<file path="src/design/ubc_map.svh">
// constants for the serial baud clock generator
// assumes one system clock at 40 MHz and no software register access
//
// Operation
// - bit rate is clock over 16, 8 or 2 times divisor plus one.
// - divisor joins a 4-bit high part and 8-bit low part, range 0-4095.
// - double speed acts only in async mode; hardware masks it in sync mode.
// - double speed gives receiver 8 samples per bit instead of 16.
// - external transfer clock is used only in synchronous slave mode.
// - external clock is synchronised, then edge detected, before use.
// - external edge reaches the transceiver strobes four system clocks late.
// - mode select one means synchronous, zero means asynchronous.
// - master drives the transfer clock pin; slave only listens to it.
// - receive samples on the edge opposite to the transmit change edge.
`ifndef UBC_MAP_SVH
`define UBC_MAP_SVH

`define UBC_DIV_W       12
`define UBC_DIV_HI_W    4
`define UBC_DIV_LO_W    8
`define UBC_DIV_ZERO    12'h000
`define UBC_OVS_W       4
`define UBC_OVS_NORMAL  4'hF
`define UBC_OVS_DOUBLE  4'h7
`define UBC_OVS_ZERO    4'h0
`define UBC_OVS_HALF_N  4'h7
`define UBC_OVS_HALF_D  4'h3
`define UBC_SYNC_LAT    2

`endif

</file>
<file path="src/design/ubc_pkg.sv">
// types for the serial baud clock generator
// assumes ubc_map.svh supplies the numeric constants
package ubc_pkg;
    // 2-bit mode code built from sync and master select
    typedef enum logic [1:0] {
        UBC_ASYNC      = 2'b00,
        UBC_ASYNC_ALT  = 2'b01,
        UBC_SYNC_SLAVE = 2'b10,
        UBC_SYNC_MASTER = 2'b11
    } ubc_mode_type;
endpackage : ubc_pkg

</file>
<file path="src/design/ubc_xck_sync.sv">
// synchroniser and edge detector for the external transfer clock
// assumes the input comes from a pin outside the system clock domain
`timescale 1ns/1ps
`include "ubc_map.svh"
module ubc_xck_sync (
    clk_sys,                          // system clock
    rst_sync_n,                       // synchronised reset, active low
    xck_in,                           // raw external clock pin
    rise_pulse,                       // one-cycle pulse on rising edge
    fall_pulse                        // one-cycle pulse on falling edge
);
    input  wire logic clk_sys;
    input  wire logic rst_sync_n;
    input  wire logic xck_in;
    output logic      rise_pulse;
    output logic      fall_pulse;

    logic meta_reg;
    logic sync_reg;
    logic prev_reg;
    wire  rise_w = sync_reg & ~prev_reg;
    wire  fall_w = ~sync_reg & prev_reg;

    // ===========================================================
    // sync chain, edge detect registered: three clocks of latency
    always_ff @(posedge clk_sys or negedge rst_sync_n) begin
        if (!rst_sync_n) begin
            meta_reg   <= 1'b0;
            sync_reg   <= 1'b0;
            prev_reg   <= 1'b0;
            rise_pulse <= 1'b0;
            fall_pulse <= 1'b0;
        end else begin
            meta_reg   <= xck_in;
            sync_reg   <= meta_reg;
            prev_reg   <= sync_reg;
            rise_pulse <= rise_w;
            fall_pulse <= fall_w;
        end
    end

    property p_rise_once;
        @(posedge clk_sys) disable iff (!rst_sync_n)
        rise_pulse |=> !rise_pulse;
    endproperty
    a_rise_once: assert property (p_rise_once) else $error("rise pulse longer than one cycle");

    property p_rise_lat;
        @(posedge clk_sys) disable iff (!rst_sync_n)
        (sync_reg && !prev_reg) |=> rise_pulse;
    endproperty
    a_rise_lat: assert property (p_rise_lat) else $error("rise edge not reported in time");
endmodule : ubc_xck_sync

</file>
<file path="src/design/ubc_baud_gen.sv">
// baud clock generator for a synchronous/asynchronous serial port
// assumes static configuration inputs from the same clock domain;
// transfer clock pin arrives raw from the board
`timescale 1ns/1ps
`include "ubc_map.svh"
module ubc_baud_gen (
    clk_sys,                          // 40 MHz system clock
    rst_n,                            // async reset, active low
    baud_divisor_high,                // divisor bits 11:8
    baud_divisor_low,                 // divisor bits 7:0
    double_speed_sel,                 // async double speed
    sync_mode_sel,                    // 1 = synchronous
    sync_master_sel,                  // 1 = master in sync mode
    xfer_clock_pin_in,                // transfer clock pin input
    xfer_clock_pin_out,               // transfer clock pin output
    xfer_clock_pin_oe,                // transfer clock pin enable
    sample_tick,                      // oversample tick (async)
    rx_sample,                        // receive sample strobe
    tx_shift                          // transmit change strobe
);
    input  wire logic                     clk_sys;
    input  wire logic                     rst_n;
    input  wire logic [`UBC_DIV_HI_W-1:0] baud_divisor_high;
    input  wire logic [`UBC_DIV_LO_W-1:0] baud_divisor_low;
    input  wire logic                     double_speed_sel;
    input  wire logic                     sync_mode_sel;
    input  wire logic                     sync_master_sel;
    input  wire logic                     xfer_clock_pin_in;
    output logic                          xfer_clock_pin_out;
    output logic                          xfer_clock_pin_oe;
    output logic                          sample_tick;
    output logic                          rx_sample;
    output logic                          tx_shift;

    // ===========================================================
    // reset release
    logic rst_a_reg;
    logic rst_sync_n;
    always_ff @(posedge clk_sys or negedge rst_n) begin
        if (!rst_n) begin
            rst_a_reg  <= 1'b0;
            rst_sync_n <= 1'b0;
        end else begin
            rst_a_reg  <= 1'b1;
            rst_sync_n <= rst_a_reg;
        end
    end

    // ===========================================================
    // configuration decode
    wire [`UBC_DIV_W-1:0] baud_divisor = {baud_divisor_high, baud_divisor_low};
    wire ubc_pkg::ubc_mode_type mode_w =
        ubc_pkg::ubc_mode_type'({sync_mode_sel, sync_mode_sel & sync_master_sel});
    // double speed masked out in sync mode in case software left it set
    wire dbl_eff_w = double_speed_sel & ~sync_mode_sel;
    wire [`UBC_OVS_W-1:0] ovs_top_w  = dbl_eff_w ? `UBC_OVS_DOUBLE : `UBC_OVS_NORMAL;
    wire [`UBC_OVS_W-1:0] ovs_half_w = dbl_eff_w ? `UBC_OVS_HALF_D : `UBC_OVS_HALF_N;
    wire is_master_w = (mode_w == ubc_pkg::UBC_SYNC_MASTER);
    wire is_slave_w  = (mode_w == ubc_pkg::UBC_SYNC_SLAVE);

    // ===========================================================
    // divisor down-counter
    logic [`UBC_DIV_W-1:0] cnt_reg;
    logic                  tick_reg;
    wire                   cnt_zero_w = (cnt_reg == `UBC_DIV_ZERO);
    always_ff @(posedge clk_sys or negedge rst_sync_n) begin
        if (!rst_sync_n) begin
            cnt_reg  <= `UBC_DIV_ZERO;
            tick_reg <= 1'b0;
        end else begin
            cnt_reg  <= cnt_zero_w ? baud_divisor : cnt_reg - 1'b1;
            tick_reg <= cnt_zero_w;
        end
    end

    // ===========================================================
    // async oversample counter: 16 or 8 ticks per bit
    logic [`UBC_OVS_W-1:0] ovs_reg;
    wire ovs_wrap_w = (ovs_reg >= ovs_top_w);
    always_ff @(posedge clk_sys or negedge rst_sync_n) begin
        if (!rst_sync_n) begin
            ovs_reg <= `UBC_OVS_ZERO;
        end else if (sync_mode_sel) begin
            ovs_reg <= `UBC_OVS_ZERO;
        end else if (tick_reg) begin
            ovs_reg <= ovs_wrap_w ? `UBC_OVS_ZERO : ovs_reg + 1'b1;
        end
    end

    // ===========================================================
    // master clock: toggle per tick gives clk/(2*(div+1))
    logic mclk_reg;
    always_ff @(posedge clk_sys or negedge rst_sync_n) begin
        if (!rst_sync_n) begin
            mclk_reg <= 1'b0;
        end else if (!is_master_w) begin
            mclk_reg <= 1'b0;
        end else if (tick_reg) begin
            mclk_reg <= ~mclk_reg;
        end
    end

    // ===========================================================
    // external clock path
    logic ext_rise;
    logic ext_fall;
    ubc_xck_sync u_xck_sync (
        .clk_sys    (clk_sys),
        .rst_sync_n (rst_sync_n),
        .xck_in     (xfer_clock_pin_in),
        .rise_pulse (ext_rise),
        .fall_pulse (ext_fall)
    );

    // ===========================================================
    // strobes: tx changes on rising edge, rx samples on falling
    wire m_rise_w = is_master_w & tick_reg & ~mclk_reg;
    wire m_fall_w = is_master_w & tick_reg & mclk_reg;
    wire rx_w = sync_mode_sel ? (m_fall_w | (is_slave_w & ext_fall))
                              : (tick_reg & (ovs_reg == ovs_half_w));
    wire tx_w = sync_mode_sel ? (m_rise_w | (is_slave_w & ext_rise))
                              : (tick_reg & ovs_wrap_w);

    always_ff @(posedge clk_sys or negedge rst_sync_n) begin
        if (!rst_sync_n) begin
            xfer_clock_pin_out <= 1'b0;
            xfer_clock_pin_oe  <= 1'b0;
            sample_tick        <= 1'b0;
            rx_sample          <= 1'b0;
            tx_shift           <= 1'b0;
        end else begin
            xfer_clock_pin_out <= mclk_reg;
            xfer_clock_pin_oe  <= is_master_w;
            sample_tick        <= tick_reg & ~sync_mode_sel;
            rx_sample          <= rx_w;
            tx_shift           <= tx_w;
        end
    end

    // ===========================================================
    // checks
    property p_tick_spacing;
        @(posedge clk_sys) disable iff (!rst_sync_n)
        (tick_reg && $stable(baud_divisor) && baud_divisor == 12'h002) |=> !tick_reg ##1 !tick_reg ##1 tick_reg;
    endproperty
    a_tick_spacing: assert property (p_tick_spacing) else $error("tick spacing not divisor plus one");

    property p_reload;
        @(posedge clk_sys) disable iff (!rst_sync_n)
        cnt_zero_w |=> cnt_reg == $past(baud_divisor);
    endproperty
    a_reload: assert property (p_reload) else $error("counter did not reload divisor");

    property p_ovs_bound;
        @(posedge clk_sys) disable iff (!rst_sync_n)
        (!sync_mode_sel && double_speed_sel && $stable(double_speed_sel) && tick_reg && ovs_reg == 4'h7)
            |=> ovs_reg == 4'h0;
    endproperty
    a_ovs_bound: assert property (p_ovs_bound) else $error("double speed did not wrap at 8");

    property p_ovs_normal;
        @(posedge clk_sys) disable iff (!rst_sync_n)
        (!sync_mode_sel && !double_speed_sel && tick_reg && ovs_reg == 4'h7) |=> ovs_reg == 4'h8;
    endproperty
    a_ovs_normal: assert property (p_ovs_normal) else $error("normal mode wrapped early");

    property p_sync_no_dbl;
        @(posedge clk_sys) disable iff (!rst_sync_n)
        $past(sync_mode_sel) |-> (ovs_reg == `UBC_OVS_ZERO) && !sample_tick;
    endproperty
    a_sync_no_dbl: assert property (p_sync_no_dbl) else $error("double speed active in sync mode");

    property p_oe_master;
        @(posedge clk_sys) disable iff (!rst_sync_n)
        $rose(is_master_w) |=> xfer_clock_pin_oe;
    endproperty
    a_oe_master: assert property (p_oe_master) else $error("pin not driven in master mode");

    property p_slave_no_oe;
        @(posedge clk_sys) disable iff (!rst_sync_n)
        (!sync_mode_sel || !sync_master_sel) ##1 (!sync_mode_sel || !sync_master_sel) |-> !xfer_clock_pin_oe;
    endproperty
    a_slave_no_oe: assert property (p_slave_no_oe) else $error("pin driven outside master mode");

    property p_ext_only_slave;
        @(posedge clk_sys) disable iff (!rst_sync_n)
        (ext_rise && !is_slave_w && !is_master_w && !sync_mode_sel && !tick_reg) |=> !tx_shift;
    endproperty
    a_ext_only_slave: assert property (p_ext_only_slave) else $error("external clock used outside slave");

    property p_opposite;
        @(posedge clk_sys) disable iff (!rst_sync_n)
        sync_mode_sel |-> !(rx_sample && tx_shift);
    endproperty
    a_opposite: assert property (p_opposite) else $error("rx and tx strobes on same edge");

    // ===========================================================
    // master and slave edge relations
    property p_master_toggle;
        @(posedge clk_sys) disable iff (!rst_sync_n)
        (is_master_w && tick_reg) |=> (mclk_reg != $past(mclk_reg));
    endproperty
    a_master_toggle: assert property (p_master_toggle) else $error("master clock did not toggle on tick");

    property p_tx_on_rise;
        @(posedge clk_sys) disable iff (!rst_sync_n)
        (is_master_w && $past(is_master_w) && tx_shift) |=> xfer_clock_pin_out;
    endproperty
    a_tx_on_rise: assert property (p_tx_on_rise) else $error("tx strobe not followed by pin rise");

    property p_rx_on_fall;
        @(posedge clk_sys) disable iff (!rst_sync_n)
        (is_master_w && $past(is_master_w) && rx_sample) |=> !xfer_clock_pin_out;
    endproperty
    a_rx_on_fall: assert property (p_rx_on_fall) else $error("rx strobe not followed by pin fall");

    property p_slave_uses_ext;
        @(posedge clk_sys) disable iff (!rst_sync_n)
        (is_slave_w && ext_rise) |=> tx_shift;
    endproperty
    a_slave_uses_ext: assert property (p_slave_uses_ext) else $error("slave ignored external rise");

    property p_async_tx_tick;
        @(posedge clk_sys) disable iff (!rst_sync_n)
        (!sync_mode_sel && !$past(sync_mode_sel) && tx_shift) |-> $past(tick_reg);
    endproperty
    a_async_tx_tick: assert property (p_async_tx_tick) else $error("async tx strobe without divider tick");
endmodule : ubc_baud_gen

</file>
<file path="config.mk">
export PLATFORM = sky130hd
export DESIGN_NAME = ubc_baud_gen
export DESIGN_NICKNAME = d
export VERILOG_FILES = /design/src/design/ubc_pkg.sv /design/src/design/ubc_xck_sync.sv /design/src/design/ubc_baud_gen.sv
export VERILOG_INCLUDE_DIRS = /design/src /design/src/design
export SDC_FILE = /design/constraint.sdc
export NUM_CORES = 1
export LEC_CHECK = 0
export ABC_AREA = 1
export ABC_CLOCK_PERIOD_IN_PS = 1400
export BUFFER_PORTS_ARGS = -buffer_cell sky130_fd_sc_hd__buf_2
export CAP_MARGIN = 20
export CORE_MARGIN = 8
export CORE_UTILIZATION = 50
export CTS_CLUSTER_DIAMETER = 200
export CTS_CLUSTER_SIZE = 10
export DETAILED_ROUTE_END_ITERATION = 7
export PLACE_DENSITY = 0.73
export SLEW_MARGIN = 15
export SYNTH_ARGS = -nofsm -noshare
export SYNTH_HDL_FRONTEND = slang
export SYNTH_SLANG_ARGS = --single-unit
</file>
<file path="constraint.sdc">
create_clock -name clk_sys -period 1.4 [get_ports clk_sys]
set_clock_uncertainty 0.15 [all_clocks]
set_input_delay 0.42 -clock clk_sys [delete_from_list [all_inputs] [get_ports clk_sys]]
set_output_delay 0.42 -clock clk_sys [all_outputs]
set_load 0.02 [all_outputs]
</file>
==> run metrics <==
critical setup path kind reg2reg; largest net degree at the start of global routing 29; initial antenna violation count 0; worst-skew pair later-pin latency ~0.34 ns; main combinational cell family by area after synthesis simple AND/OR/NAND/NOR gates; Levels on crit path 8; RR Startpoint cnt_reg[3]; hold_ws around 0.036 ns; global routing usage on met2 roughly a quarter; CTS tree yes; commonest non-fill, non-tap cell in the layout nand2_1; final setup violation count 18; Ports 23; PwrDens between 700 and 800 nW/um2; register area share after synthesis 51.5%; Max-Cap Viols 0; CP Max Fanout 4; Hold Vio Cnt, Final 0; core area ~2800 um2; Initial Utilization between 50% and 60%; buffer and inverter count on the worst path 1; slowest stage cell on the critical path dfrtp_2; Tmin final about 1.5 ns; drt via density ~5; Synth Area in Compound Gates 6.78%; critical path endpoint category flip-flop; area taken by multi-input logic gates roughly 740 um2; Simple-Gate Fraction of Synth Area 29.0%; Tcrit/Tclk final 108%; RSZ-0062 raised after global routing true; Mapped Nets a little under 200; post-route ant nets 0; R2R Path End cnt_reg[10]; standby leakage power around 1.1 nW; Ant. Diodes 0; Max Clk Rate about 660 MHz; met1 GRT Util roughly 16%; fin. max-slew vios 0; gr usage total 15.1%; die area slightly below 5000 um2; Unique masters post-synth 23; PortBufs 22; TritonRoute pass-1 iters 4; beginning of the critical path cnt_reg[3]; Rows 19; vias in the first global route 1407; Core Util, Final 75.0%; clk buf depth 2; CP Cell Sequence nor2_2 > buf_4 > nand2_2 > nor2_1 > nand3_1 > nand2_2 > nand2_1 > nand2_1; failing checks negative setup slack; DRC Markers 0; post-DP HPWL roughly 2300 um; Hold WC Path Type in2reg; CTS sink count 30; M3 GR Usage 5.37%; R2R Setup Slk -0.12 ns; CTS Root Cell clkbuf_4; cell area after synthesis 1460 um2; startpoint types flip-flop; worst-case reg-to-reg path depth 8; routability cong. approximately 0.89; Sequential Area between 700 and 800 um2; most frequent cells in the layout nand2_1, dfrtp_1, buf_4; vias after detailed routing about 1400; CP endpoint cnt_reg[10]; Crit path required time roughly 1.5 ns; DRT iter0 DRCs between 90 and 100; first-pass GRT wire length between 6000 and 7000 um; Synth Area per Inst ~8 um2; layout cells sized above 1 a little over two fifths; Top Usage Layer GRT met2; Area Overhead vs Synth 41.7%; Die H roughly 70 um; Mapped Cells between 150 and 200; XOR/XNOR share of the synthesized area around 2.4%; nets@finish approximately 260; Reg clk slew, reported paths about 0.1 ns; register bit count reported by yosys 30; status finished, violations left; number of flip-flops in the largest register 12; grt ovf 0; fill count roughly 200; Worst path max stage delay between 0.4 and 0.5 ns; cts bufs inserted 5; Post-Synth Adder-Cell Area 3.43%; Top Family by Delay on Critical Path simple AND/OR/NAND/NOR gates; routed wire length around 3700 um; H-Tree Depth 2; Die W ~70 um; post-synthesis mux area share 0%; WL/cell 13.9 um; YS warnings 0; min setup slack post-route -0.115 ns; Worst EP arrival 1.64 ns; Max VDD drop 0.686 mV
-- report_power, final --
part | internal, mW | switching, mW | total (mW)
logic | 0.0495 | 0.0609 | 0.110
clock network | 0.241 | 0.326 | 0.567
registers | 0.885 | 0.0107 | 0.895
total | 1.18 | 0.397 | 1.57
-- cell type report --
cell class / instances / area share, %
flip-flops and latches: 30 / 36.4
multi-input cells: 123 / 35.8
repair buffers: 51 / 17.9
inverters: 23 / 4.66
clock buffers: 6 / 2.48
well taps: 31 / 1.88
clock inverters: 2 / 0.605
repair inverters: 1 / 0.303
-- what timing repair did --
action / CTS / global route
endpoints found under the hold margin: 2 / 0
gates cloned: 0 / 1
hold buffers: 1 / 0
buffers inserted: 6 / 0
setup endpoints to repair: 18 / 21
pin swaps: 11 / 9
resized for setup: 32 / 27
-- worst min path at each step --
stage / start / endpoint / slack (ns) / cells after the start
2_1_floorplan: rst_n / rst_a_reg / -0.03 / 0
3_3_place_gp: rst_n / rst_a_reg / 0.05 / 1
3_5_place_dp: rst_n / rst_sync_n / 0.06 / 1
4_1_cts: xfer_clock_pin_in / u_xck_sync.meta_reg / 0.03 / 1
5_1_grt: xfer_clock_pin_in / u_xck_sync.meta_reg / 0.02 / 1
6_report: xfer_clock_pin_in / u_xck_sync.meta_reg / 0.04 / 1
-- synth_stat cells, drive strengths merged --
master	instances	area share, %
nor2	29	8.7
nand4	1	0.43
xnor2	2	1.2
nand2	50	14
ha	4	3.4
nand3b	1	0.51
a21oi	2	0.69
dfrtp	30	51
conb	1	0.26
xor2	2	1.2
o21ai	13	5.0
o211ai	1	0.51
inv	23	5.9
nand3	16	5.8
buf	1	0.77
a32oi	1	0.60
-- per-stage QoR --
| stage | instances | worst slack (ns) | TNS [ns] | cell area, um2 | power, mW |
|---|---|---|---|---|---|
| final | 267 | -0.115 | -1.04 | 2070 | 1.57 |
| after global routing | 267 | -0.190 | -1.91 | 2070 | 1.63 |
| after CTS | 266 | -0.0321 | -0.177 | 1980 | 1.57 |
| after detailed placement | 251 | -0.234 | -1.62 | 1770 | 1.01 |
| after global placement | 251 | -0.167 | -1.05 | 1770 | 1.01 |
| after floorplan | 177 | -0.0121 | -0.0243 | 1460 | 0.954 |
-- routing by layer --
| layer | part of all wire, % | up-vias |
|---|---|---|
| met3 | 4.8 | 18 |
| met4 | 3.9 | 0 |
| met5 | 0 | - |
| li1 | - | 672 |
| met1 | 40 | 631 |
| met2 | 51 | 39 |
-- logic make-up after synthesis --
| family | count (synthesis) |
|---|---|
| other | 1 |
| AOI/OAI and AO/OA | 17 |
| buffers and inverters | 24 |
| xor gates and xnor gates | 4 |
| and+or+nand+nor | 97 |
| DFF | 30 |
| adders and majority gates | 4 |
Note: power is estimated with default switching activity, not from simulation.
